===== src/lsd_pkg.sv =====
// Purpose: shared constants and types of the load/store single decoder
// Assumes: 32-bit instructions arrive as a first and a second halfword
// Notes:   field positions index into the halfword that holds the field
`default_nettype none

package lsd_pkg;

  // --------------------------------------------------------------------
  // field positions
  // --------------------------------------------------------------------
  localparam int HW_W          = 16;
  localparam int SPACE_MSB     = 15;
  localparam int SPACE_LSB     = 9;
  localparam int TAG_MSB       = 6;
  localparam int TAG_LSB       = 4;
  localparam int LD_MAJOR_MSB  = 8;
  localparam int LD_MAJOR_LSB  = 7;
  localparam int ST_SPACE_LSB  = 8;
  localparam int ST_MAJOR_MSB  = 7;
  localparam int ST_MAJOR_LSB  = 5;
  localparam int ST_TAG_BIT    = 4;
  localparam int LIT_ADD_BIT   = 7;
  localparam int BASE_MSB      = 3;
  localparam int BASE_LSB      = 0;
  localparam int XFER_MSB      = 15;
  localparam int XFER_LSB      = 12;
  localparam int MINOR_MSB     = 11;
  localparam int MINOR_LSB     = 6;
  localparam int IMM12_MSB     = 11;
  localparam int IMM8_MSB      = 7;
  localparam int INDEX_BIT     = 10;
  localparam int ADD_BIT       = 9;
  localparam int WBACK_BIT     = 8;
  localparam int SHIFT_MSB     = 5;
  localparam int SHIFT_LSB     = 4;
  localparam int OFFREG_MSB    = 3;
  localparam int OFFREG_LSB    = 0;

  // --------------------------------------------------------------------
  // space and minor opcode patterns
  // --------------------------------------------------------------------
  localparam logic [6:0] LOAD_SPACE   = 7'h7C;
  localparam logic [2:0] HALF_TAG     = 3'h3;
  localparam logic [2:0] BYTE_TAG     = 3'h1;
  localparam logic [7:0] STORE_SPACE  = 8'hF8;
  localparam logic       STORE_TAG    = 1'h0;
  localparam logic [3:0] PC_FIELD     = 4'hF;
  localparam logic [5:0] MINOR_REG    = 6'h00;
  localparam logic [3:0] MINOR_NEG8   = 4'hC;
  localparam logic [3:0] MINOR_UNPRIV = 4'hE;
  localparam logic [1:0] ST_RESERVED  = 2'h3;

  // --------------------------------------------------------------------
  // types
  // --------------------------------------------------------------------
  typedef enum logic [4:0] {
    LSD_NONE,
    LSD_LOAD_UNSIGNED_HALF,
    LSD_LOAD_UNSIGNED_HALF_UNPRIV,
    LSD_LOAD_SIGNED_HALF,
    LSD_LOAD_SIGNED_HALF_UNPRIV,
    LSD_LOAD_UNSIGNED_BYTE,
    LSD_LOAD_UNSIGNED_BYTE_UNPRIV,
    LSD_LOAD_SIGNED_BYTE,
    LSD_LOAD_SIGNED_BYTE_UNPRIV,
    LSD_DATA_PRELOAD_HINT,
    LSD_INSTRUCTION_PRELOAD_HINT,
    LSD_STORE_BYTE,
    LSD_STORE_HALF,
    LSD_STORE_WORD,
    LSD_NOP,
    LSD_UNPREDICTABLE,
    LSD_UNDEFINED
  } lsd_class_e;

  typedef enum logic [2:0] {
    LSD_FORM_NONE,
    LSD_FORM_LIT,
    LSD_FORM_IMM12,
    LSD_FORM_NEG8,
    LSD_FORM_PUW8,
    LSD_FORM_REG,
    LSD_FORM_UNPRIV,
    LSD_FORM_UNDEF
  } lsd_form_e;

  typedef enum logic [1:0] {
    LSD_SIZE_BYTE,
    LSD_SIZE_HALF,
    LSD_SIZE_WORD
  } lsd_size_e;

endpackage

`default_nettype wire


===== src/lsd_store_dec.sv =====
// Purpose: classifies the single-item store space
// Assumes: caller registers the results
// Notes:   purely combinational
`default_nettype none

module lsd_store_dec (
  input  wire logic [15:0]        hw_first,
  input  wire logic [15:0]        hw_second,
  output var  logic               st_hit,
  output var  lsd_pkg::lsd_size_e st_size,
  output var  lsd_pkg::lsd_form_e st_form
);

  logic [2:0] major;

  // --------------------------------------------------------------------
  // space match and form
  // --------------------------------------------------------------------
  always_comb begin
    major   = hw_first[lsd_pkg::ST_MAJOR_MSB:lsd_pkg::ST_MAJOR_LSB];
    st_hit  = (hw_first[lsd_pkg::SPACE_MSB:lsd_pkg::ST_SPACE_LSB] == lsd_pkg::STORE_SPACE)
              && (hw_first[lsd_pkg::ST_TAG_BIT] == lsd_pkg::STORE_TAG);
    case (major[1:0])
      2'h0:    st_size = lsd_pkg::LSD_SIZE_BYTE;
      2'h1:    st_size = lsd_pkg::LSD_SIZE_HALF;
      default: st_size = lsd_pkg::LSD_SIZE_WORD;
    endcase
    if (major[1:0] == lsd_pkg::ST_RESERVED) begin
      st_form = lsd_pkg::LSD_FORM_UNDEF;
    end else if (major[2]) begin
      st_form = lsd_pkg::LSD_FORM_IMM12;
    end else if (hw_second[lsd_pkg::MINOR_MSB]) begin
      st_form = lsd_pkg::LSD_FORM_PUW8;
    end else begin
      st_form = lsd_pkg::LSD_FORM_REG;
    end
  end

endmodule

`default_nettype wire


===== src/lsd_decode.sv =====
// Purpose: registered decoder for halfword loads, byte loads and stores
// Assumes: instruction words come from logic on the same clock
// Notes:   one cycle from instr_valid to dec_valid
//
// Contract
// - halfword, major 0x, base pc: literal unsigned
// - major 00, minor 000000: unsigned halfword register
// - major 00, minor 1110xx: unprivileged unsigned halfword
// - halfword with transfer pc: listed cases NOP
// - signed halfword immediate forms decode correctly
// - halfword, major 1x, base pc: literal signed
// - major 10, minor 000000: signed halfword register
// - major 10, minor 1110xx: unprivileged signed halfword
// - byte, major 0x, base pc: literal unsigned
// - unsigned byte immediate forms decode correctly
// - byte major 00, 1110xx: unprivileged unsigned
// - byte major 00, 000000: unsigned register offset
// - byte, major 1x, base pc: literal signed
// - signed byte immediate, register, unprivileged forms
// - transfer pc listed byte cases: data preload
// - transfer pc listed byte cases: instruction preload
// - store byte immediate and register forms
// - store halfword immediate and register forms
// - store word immediate and register forms
// - unmatched encodings in these spaces flag undefined
`default_nettype none

module lsd_decode (
  input  wire logic                clock,
  input  wire logic                srst,
  input  wire logic                ce,
  input  wire logic                instr_valid,
  input  wire logic [15:0]         instr_first,
  input  wire logic [15:0]         instr_second,
  output var  logic                dec_valid,
  output var  logic                dec_hit,
  output var  lsd_pkg::lsd_class_e dec_class,
  output var  lsd_pkg::lsd_form_e  dec_form,
  output var  lsd_pkg::lsd_size_e  dec_size,
  output var  logic                dec_signed,
  output var  logic                dec_unpriv,
  output var  logic                dec_undefined,
  output var  logic                dec_unpredictable,
  output var  logic [3:0]          dec_base,
  output var  logic [3:0]          dec_xfer,
  output var  logic [3:0]          dec_offset_reg,
  output var  logic [1:0]          dec_shift,
  output var  logic [11:0]         dec_imm,
  output var  logic                dec_index,
  output var  logic                dec_add,
  output var  logic                dec_writeback
);

  // --------------------------------------------------------------------
  // state
  // --------------------------------------------------------------------
  typedef struct packed {
    logic                valid;
    logic                hit;
    lsd_pkg::lsd_class_e cls;
    lsd_pkg::lsd_form_e  form;
    lsd_pkg::lsd_size_e  size;
    logic                sgn;
    logic                unpriv;
    logic                undef;
    logic                unpred;
    logic [3:0]          base;
    logic [3:0]          xfer;
    logic [3:0]          offset_reg;
    logic [1:0]          shift;
    logic [11:0]         imm;
    logic                index;
    logic                add;
    logic                wback;
  } lsd_state_s;

  lsd_state_s state;
  lsd_state_s next_state;

  // --------------------------------------------------------------------
  // helpers
  // --------------------------------------------------------------------
  function automatic lsd_pkg::lsd_form_e lsd_load_form(
    input logic [1:0] major,
    input logic [5:0] minor,
    input logic       base_pc
  );
    lsd_pkg::lsd_form_e f;

    if (base_pc) begin
      f = lsd_pkg::LSD_FORM_LIT;
    end else if (major[0]) begin
      f = lsd_pkg::LSD_FORM_IMM12;
    end else if (minor == lsd_pkg::MINOR_REG) begin
      f = lsd_pkg::LSD_FORM_REG;
    end else if (minor[5:2] == lsd_pkg::MINOR_NEG8) begin
      f = lsd_pkg::LSD_FORM_NEG8;
    end else if (minor[5:2] == lsd_pkg::MINOR_UNPRIV) begin
      f = lsd_pkg::LSD_FORM_UNPRIV;
    end else if (minor[5] && minor[2]) begin
      f = lsd_pkg::LSD_FORM_PUW8;
    end else begin
      f = lsd_pkg::LSD_FORM_UNDEF;
    end
    return f;
  endfunction

  function automatic lsd_pkg::lsd_class_e lsd_load_class(
    input logic half,
    input logic sgn,
    input logic unpriv
  );
    lsd_pkg::lsd_class_e c;

    case ({half, sgn, unpriv})
      3'h0:    c = lsd_pkg::LSD_LOAD_UNSIGNED_BYTE;
      3'h1:    c = lsd_pkg::LSD_LOAD_UNSIGNED_BYTE_UNPRIV;
      3'h2:    c = lsd_pkg::LSD_LOAD_SIGNED_BYTE;
      3'h3:    c = lsd_pkg::LSD_LOAD_SIGNED_BYTE_UNPRIV;
      3'h4:    c = lsd_pkg::LSD_LOAD_UNSIGNED_HALF;
      3'h5:    c = lsd_pkg::LSD_LOAD_UNSIGNED_HALF_UNPRIV;
      3'h6:    c = lsd_pkg::LSD_LOAD_SIGNED_HALF;
      default: c = lsd_pkg::LSD_LOAD_SIGNED_HALF_UNPRIV;
    endcase
    return c;
  endfunction

  // --------------------------------------------------------------------
  // field split
  // --------------------------------------------------------------------
  logic               half_space;
  logic               byte_space;
  logic               load_space;
  logic [1:0]         major;
  logic [5:0]         minor;
  logic [3:0]         base_field;
  logic [3:0]         xfer_field;
  logic               base_pc;
  logic               xfer_pc;
  lsd_pkg::lsd_form_e ld_form;
  lsd_pkg::lsd_class_e ld_class;
  logic               st_hit;
  lsd_pkg::lsd_size_e st_size;
  lsd_pkg::lsd_form_e st_form;

  assign load_space = instr_first[lsd_pkg::SPACE_MSB:lsd_pkg::SPACE_LSB] == lsd_pkg::LOAD_SPACE;
  assign half_space = load_space && (instr_first[lsd_pkg::TAG_MSB:lsd_pkg::TAG_LSB] == lsd_pkg::HALF_TAG);
  assign byte_space = load_space && (instr_first[lsd_pkg::TAG_MSB:lsd_pkg::TAG_LSB] == lsd_pkg::BYTE_TAG);
  assign major      = instr_first[lsd_pkg::LD_MAJOR_MSB:lsd_pkg::LD_MAJOR_LSB];
  assign minor      = instr_second[lsd_pkg::MINOR_MSB:lsd_pkg::MINOR_LSB];
  assign base_field = instr_first[lsd_pkg::BASE_MSB:lsd_pkg::BASE_LSB];
  assign xfer_field = instr_second[lsd_pkg::XFER_MSB:lsd_pkg::XFER_LSB];
  assign base_pc    = base_field == lsd_pkg::PC_FIELD;
  assign xfer_pc    = xfer_field == lsd_pkg::PC_FIELD;
  assign ld_form    = lsd_load_form(major, minor, base_pc);

  lsd_store_dec u_store (
    .hw_first  (instr_first),
    .hw_second (instr_second),
    .st_hit    (st_hit),
    .st_size   (st_size),
    .st_form   (st_form)
  );

  // --------------------------------------------------------------------
  // load space classification
  // --------------------------------------------------------------------
  always_comb begin
    if (ld_form == lsd_pkg::LSD_FORM_UNDEF) begin
      ld_class = lsd_pkg::LSD_UNDEFINED;
    end else if (!xfer_pc) begin
      ld_class = lsd_load_class(
        half_space,
        major[1],
        ld_form == lsd_pkg::LSD_FORM_UNPRIV
      );
    end else if (ld_form == lsd_pkg::LSD_FORM_PUW8 || ld_form == lsd_pkg::LSD_FORM_UNPRIV) begin
      ld_class = lsd_pkg::LSD_UNPREDICTABLE;
    end else if (half_space) begin
      if (ld_form == lsd_pkg::LSD_FORM_LIT && !major[1]) begin
        ld_class = lsd_pkg::LSD_UNPREDICTABLE;
      end else begin
        ld_class = lsd_pkg::LSD_NOP;
      end
    end else if (major[1]) begin
      ld_class = lsd_pkg::LSD_INSTRUCTION_PRELOAD_HINT;
    end else begin
      ld_class = lsd_pkg::LSD_DATA_PRELOAD_HINT;
    end
  end

  // --------------------------------------------------------------------
  // next state
  // --------------------------------------------------------------------
  always_comb begin
    next_state            = state;
    next_state.valid      = instr_valid;
    next_state.hit        = half_space || byte_space || st_hit;
    next_state.base       = base_field;
    next_state.xfer       = xfer_field;
    next_state.offset_reg = instr_second[lsd_pkg::OFFREG_MSB:lsd_pkg::OFFREG_LSB];
    next_state.shift      = instr_second[lsd_pkg::SHIFT_MSB:lsd_pkg::SHIFT_LSB];
    next_state.sgn        = 1'b0;
    next_state.unpriv     = 1'b0;
    next_state.cls        = lsd_pkg::LSD_NONE;
    next_state.form       = lsd_pkg::LSD_FORM_NONE;
    next_state.size       = lsd_pkg::LSD_SIZE_BYTE;
    if (half_space || byte_space) begin
      next_state.cls  = ld_class;
      next_state.form = ld_form;
      next_state.size = half_space ? lsd_pkg::LSD_SIZE_HALF : lsd_pkg::LSD_SIZE_BYTE;
      next_state.sgn  = major[1];
    end else if (st_hit) begin
      next_state.form = st_form;
      case (st_size)
        lsd_pkg::LSD_SIZE_BYTE: begin
          next_state.cls = lsd_pkg::LSD_STORE_BYTE;
        end
        lsd_pkg::LSD_SIZE_HALF: begin
          next_state.cls = lsd_pkg::LSD_STORE_HALF;
        end
        default: begin
          next_state.cls = lsd_pkg::LSD_STORE_WORD;
        end
      endcase
      if (st_form == lsd_pkg::LSD_FORM_UNDEF) begin
        next_state.cls = lsd_pkg::LSD_UNDEFINED;
      end
      next_state.size = st_size;
    end
    next_state.unpred = next_state.cls == lsd_pkg::LSD_UNPREDICTABLE;
    next_state.undef  = next_state.cls == lsd_pkg::LSD_UNDEFINED || next_state.unpred;
    next_state.unpriv = next_state.form == lsd_pkg::LSD_FORM_UNPRIV;

    // ----------------------------------------------------------------
    // offset fields per addressing form
    // ----------------------------------------------------------------
    next_state.imm   = 12'h000;
    next_state.index = 1'b1;
    next_state.add   = 1'b1;
    next_state.wback = 1'b0;
    case (next_state.form)
      lsd_pkg::LSD_FORM_LIT: begin
        next_state.imm = instr_second[lsd_pkg::IMM12_MSB:0];
        next_state.add = instr_first[lsd_pkg::LIT_ADD_BIT];
      end
      lsd_pkg::LSD_FORM_IMM12: begin
        next_state.imm = instr_second[lsd_pkg::IMM12_MSB:0];
      end
      lsd_pkg::LSD_FORM_NEG8, lsd_pkg::LSD_FORM_PUW8: begin
        next_state.imm   = {4'h0, instr_second[lsd_pkg::IMM8_MSB:0]};
        next_state.index = instr_second[lsd_pkg::INDEX_BIT];
        next_state.add   = instr_second[lsd_pkg::ADD_BIT];
        next_state.wback = instr_second[lsd_pkg::WBACK_BIT];
      end
      lsd_pkg::LSD_FORM_UNPRIV: begin
        next_state.imm = {4'h0, instr_second[lsd_pkg::IMM8_MSB:0]};
      end
      default: begin
        next_state.imm = 12'h000;
      end
    endcase
  end

  // --------------------------------------------------------------------
  // register
  // --------------------------------------------------------------------
  always_ff @(posedge clock) begin
    if (srst) begin
      state <= '0;
    end else if (ce) begin
      state <= next_state;
    end
  end

  // --------------------------------------------------------------------
  // outputs
  // --------------------------------------------------------------------
  // classification
  assign dec_valid         = state.valid;
  assign dec_hit           = state.hit;
  assign dec_class         = state.cls;
  assign dec_form          = state.form;
  assign dec_size          = state.size;
  assign dec_signed        = state.sgn;
  assign dec_unpriv        = state.unpriv;
  assign dec_undefined     = state.undef;
  assign dec_unpredictable = state.unpred;

  // operand fields
  assign dec_base          = state.base;
  assign dec_xfer          = state.xfer;
  assign dec_offset_reg    = state.offset_reg;
  assign dec_shift         = state.shift;
  assign dec_imm           = state.imm;
  assign dec_index         = state.index;
  assign dec_add           = state.add;
  assign dec_writeback     = state.wback;

endmodule

`default_nettype wire


===== config.mk =====
export PLATFORM = sky130hd
export DESIGN_NAME = lsd_decode
export DESIGN_NICKNAME = d
export VERILOG_FILES = /design/src/lsd_pkg.sv /design/src/lsd_store_dec.sv /design/src/lsd_decode.sv
export SDC_FILE = /design/constraint.sdc
export NUM_CORES = 1
export LEC_CHECK = 0
export BUFFER_PORTS_ARGS = -buffer_cell sky130_fd_sc_hd__buf_2
export CORE_UTILIZATION = 52
export CTS_CLUSTER_DIAMETER = 30
export DETAILED_ROUTE_END_ITERATION = 6
export GPL_ROUTABILITY_DRIVEN = 0
export GPL_TIMING_DRIVEN = 0
export PLACE_DENSITY = 0.83
export SETUP_SLACK_MARGIN = 0.15
export SYNTH_ARGS = -nofsm -noshare
export SYNTH_HDL_FRONTEND = slang
export SYNTH_SLANG_ARGS = --single-unit

===== constraint.sdc =====
create_clock -name clock -period 3.8 [get_ports clock]
set_input_delay 0.19 -clock clock [delete_from_list [all_inputs] [get_ports clock]]
set_output_delay 0.19 -clock clock [all_outputs]
set_load 0.01 [all_outputs]

# Yosys cells after proc, flatten, opt, wreduce, memory -nomap -nowiden
# Cells that the tools add are included.
# totals
wordCells	91
regBits	45
out_inout_bits	45
input_bits	36
# op_classes
n_reduce_logical	17
n_eq_ne	29
n_bitwise	1
n_mux	27
# ops
operator	count
$pmux 4 s7	1
$eq 3x3->1 const B	9
$mux 5	5
$pmux 12 s2	1
$mux 10	2
$mux 3	6
$eq 4x4->1 const B	4
$eq 3x2->1 const B	5
$eq 3x1->1 const B	4
$eq 8x8->1 const B	1
$eq 7x7->1 const B	1
$logic_not 6->1	1
$mux 1	6
$mux 2	3
$pmux 3 s2	1
$eq 5x4->1 const B	1
$eq 5x5->1 const B	1
$logic_and 1x1->1	5
$eq 2x1->1 const B	2
$logic_not 2->1	2
$logic_or 1x1->1	4
$pmux 2 s2	1
$reduce_or 2->1	2
$logic_not 3->1	1
other kinds (5)	5

# Longest topological paths before layout
# logic_depth
depth_word	18
depth_mapped	8
ltp_nobuf	6

# Modules after synthesis
# A second synthesis with hierarchy kept.
# unflattened
cells_unflattened	251
hier_area_um2	2158.3
# by_module_without_submodules
mod	cells_each	instances	area_each_um2	seq_area_each_um2
lsd_decode	242	1	2100.8	900.9
lsd_store_dec	9	1	57.6	0.0

# Least setup slack after synthesis
# Ideal clock, no wire load.
# synth_timing
path_type	input to register
from	in instr_first[9]
to	reg state, in the netlist dec_writeback
path_stages	7
t_required_ns	3.683
arrival_ns	1.776
path_slack_ns	1.906
path_buffers	1
setup_time_ns	0.117
path_cell_list	or3b_4 > or2_0 > buf_6 > a221oi_4 > nor3_2 > mux2_4 > a32o_2
# synth_between
elab_chain_len	7
word_cells_on_any_way	12
classes_between	4 x eq/ne; 3 x mux; 5 x reduce/logical
# synth_rtl
element	line	text
from (decl)	lsd_decode.sv:33	input wire logic [15:0] instr_first,
$eq 8x8->1 or $eq 7x7->1 (tied branches)	lsd_store_dec.sv:21, lsd_decode.sv:146	
$logic_and 1x1->1, on equally long branches	lsd_store_dec.sv:22, lsd_decode.sv:147, lsd_decode.sv:148	
$mux 10 or $logic_or 1x1->1 (tied branches)	lsd_decode.sv:213, lsd_decode.sv:208	
$mux 10 *	lsd_decode.sv:208	if (half_space || byte_space) begin
$eq 3x2->1 or $eq 3x3->1 (tied branches)	lsd_decode.sv:242	case (next_state.form)
$reduce_or 2->1 *	lsd_decode.sv:242	
$mux 1 *	lsd_decode.sv:242	
to (signal assigned)	lsd_decode.sv:272	state <= next_state;
to (decl)	lsd_decode.sv:77	lsd_state_s state;
# Mark *: on every way between the ends. The rest lies on a longest branch, timed or not.
# A chain may end at the register's enable or synchronous reset.

# Worst setup path in the final report
# layout_timing
from	in instr_first[9]
to	reg state, in the netlist dec_imm[8]
# layout_between
elab_chain_len	7
word_cells_on_any_way	16
classes_between	7 x eq/ne; 3 x mux; 6 x reduce/logical
# layout_rtl
element	line
$eq 8x8->1 or $eq 7x7->1 (tied branches)	lsd_store_dec.sv:21, lsd_decode.sv:146
$logic_and 1x1->1, on equally long branches	lsd_store_dec.sv:22, lsd_decode.sv:147, lsd_decode.sv:148
$mux 10 or $logic_or 1x1->1 (tied branches)	lsd_decode.sv:213, lsd_decode.sv:208
$mux 10 *	lsd_decode.sv:208
$eq 3x3->1 (tied with other cells)	lsd_decode.sv:242
$reduce_or 3->1 (no source line) or $reduce_or 2->1 (tied branches)	n/a
$pmux 12 s2 *	lsd_decode.sv:242
# Marks and branches as above.

==> metrics.md <==
| Metric | Value |
|---|---|
| # Max-Cap Violations | 0 |
| DR WL/cell | 14.69 um |
| Starting Density | 55.10% |
| Hold buffers post-CTS | 0 |
| Drt initial violations | 136 |
| Avg Inst Size Synth | 9.016 um2 |
| Crit path time final | 1.906 ns |
| Setup crit end kind | flop |
| Final clock skew | 0 ns |
| Sequential element share of the synthesized area | 40.29% |
| Core Rows | 23 |
| CTS tree | built |
| Worst Path Buf+Inv | 1 |
| CP Cell Sequence | buf_2 -> or3b_4 -> nor3b_2 -> o21ai_1 -> a221oi_2 -> nor3_2 -> a22o_1 |
| CP arrival | 2.11 ns |
| Main combinational cell family by area after synthesis | simple AND/OR/NAND/NOR gates |
| First-pass GRT wire length | 8.949 mm |
| Via density | 5.628 |
| Fill count | 345 |
| Cell area after synthesis | 2236 um2 |
| Hold_sp | instr_valid |
| PwrDens | 333.2 nW/um2 |
| # port buffers | 76 |
| Synth Warn # | 0 |
| Clock transition at path regs | 0.08 ns |
| H-tree depth | 2 |
| Max_slew headroom | 51.67% |
| End-of-flow core utilization | 68.18% |
| Post-synth ARST share | 0% |
| DRT Pass-1 Iters | 5 |
| Initial antenna violation count | 0 |
| Die height | 67.57 um |
| Core Region | 4058 um2 |
| Area fraction in compound gates after synthesis | 21.26% |
| Worst setup SP type | primary input |
| Placed Cells incl. Taps | 374 |
| Synth area leader | dfxtp_1 |
| Worst Tran Pin Value | 0.7250 ns |
| Worst R2R Start | dec_index |
| Remaining DRCs | 0 |
| Post-synth EDFFs | 0 |
| Die area | 4566 um2 |
| Nets@finish | 371 |
| RSZ-0062 raised after global routing | false |
| HP Class | primary input to flop |
| Status | finished, final reports clean |
| Register area | 900.9 um2 |
| Final Non-Filler Cells | 382 |
| Final setup vio count | 0 |
| Post_cts resized | 0 |
| Max incr delay on CP | 0.48 ns |
| Number of clock sinks | 45 |
| Clk root buf | clkbuf_8 |
| Post-synth top cells | dfxtp_1, nor2_1, mux2i_1 |
| Slowest-stage cell, CP | nor3b_2 |
| Post-Syn Nets | 288 |
| Maximum vdd drop | 0.0002534 V |
| Clk_lat worst skew | 0.30 ns |
| Layout cells sized above 1 | 30.12% |
| Final hold violations | 0 |
| Critical path class | primary input to flop |
| Pleak | 1.232 nW |
| CTS Buf Count | 5 |
| Worst Hold Slack | 0.1320 ns |
| Slew Viols, Final | 0 |
| Post-synth top area share | 40.29% |
| Max reg flops | 12 |
| Post-route ant nets | 0 |
| Xor/xnor share of the synthesized area | 0% |
| Area of the multi-input gates | 1240 um2 |
| F_max | 524.6 MHz |
| Synth area leaders | dfxtp_1, mux2i_1, nor2_1 |
| Boundary Pins | 81 |
| Fraction of synthesized area in multiplexers | 9.177% |
| DIE WIDTH | 67.57 um |
| Crit-path leading delay family | simple AND/OR/NAND/NOR gates |
| Setup bufs post-CTS | 0 |
| Largest net degree at the start of global routing | 15 |
| CP max FO | 9 |
| GRT overflow | 0 |
| Ys flop type | dfxtp_1 |
| Antenna diodes | 0 |
| Place WS | 1.576 ns |
| Final WS setup | 1.894 ns |
| P&R area growth vs syn | 23.73% |
| Synth Area in Simple Gates | 22.78% |
| WP data required | 4.00 ns |
| Sum Neg Setup Slack | 0 ns |
| Hpwl dp | 4.261 mm |
| Yosys cell types | 60 |
| Adder-Cell Fraction of Synth Area | 2.238% |
| Crit path from | instr_first[9] |
| Number of global-route vias before repair | 1,877 |
| Syn Inst Count | 248 |
| Tot GR Track Use | 26.33% |
| Routed WL | 5.613 mm |
| Via count | 2,150 |
| Top-count cell post-synth | dfxtp_1 |
| Max clock buf depth | 2 |
| Post-synthesis register bit count | 45 |
| Period utilization | 50.17% |
==> logic make-up (layout without fill, tap and decap cells) <==
| group | count (synthesis) | after routing |
|---|---|---|
| AND/OR/NAND/NOR | 93 | 93 |
| AO/OA/AOI/OAI | 64 | 64 |
| flip-flops | 45 | 45 |
| buffers and inverters | 22 | 106 |
| multiplexers | 20 | 20 |
| adder cells (fa/ha/maj) | 4 | 4 |
==> area by class of cell <==
cell class	count	area share, %
inverter	6	0.8141
clock buffer	6	2.623
clock inverter	2	0.5427
buffer	16	2.623
tap	50	2.261
multi-input combinational	181	44.82
sequential	45	32.56
timing repair buffer	76	13.75
==> where the power goes <==
part           internal, W  total (W)  switching, W
clock             0.000130   0.000300      0.000170
combinational    0.0000508   0.000130     0.0000790
sequential        0.000485   0.000492    0.00000671
==> layout by cell type (no fill, tap or decap), drive strengths merged, types with 5 or more instances in the layout <==
cell	netlist	layout
a211oi	5	5
a21oi	16	16
a22o	5	5
buf	5	81
clkbuf	11	17
dfxtp	45	45
inv	6	6
mux2i	19	19
nand2	14	14
nand3	6	6
nand4	13	13
nor2	36	36
nor3	5	5
o21ai	10	10
==> path summary, 6_finish.rpt <==
path | to | slack, ns | cells after the start
worst max-delay path | dec_imm[8] | 1.89 | 7
worst min-delay path | dec_valid | 0.13 | 3
worst max register to register | dec_index | 3.06 | 2
worst min register to register | dec_imm[7] | 0.46 | 2
==> worst register-to-register path: stages (launching register included) <==
cell	delay, ns
dfxtp_1	0.33
nor2_1	0.05
a311oi_2	0.26
==> layer usage <==
layer  track usage [%]  wire (um)
met3             7.095        371
met5                 0          0
met1             35.11       2569
met2             40.84       2589
met4             8.245         82
==> metrics by stage <==
| stage | cell area (um2) | total power [W] |
|---|---|---|
| 3_5_place_dp | 2679 | 0.0006315 |
| 4_1_cts | 2766 | 0.0009235 |
| 5_1_grt | 2766 | 0.0009558 |
| 3_3_place_gp | 2679 | 0.0006284 |
| 6_report | 2766 | 0.0009217 |
| 2_1_floorplan | 2236 | 0.0005774 |
Power figures use the tool's default switching activity.
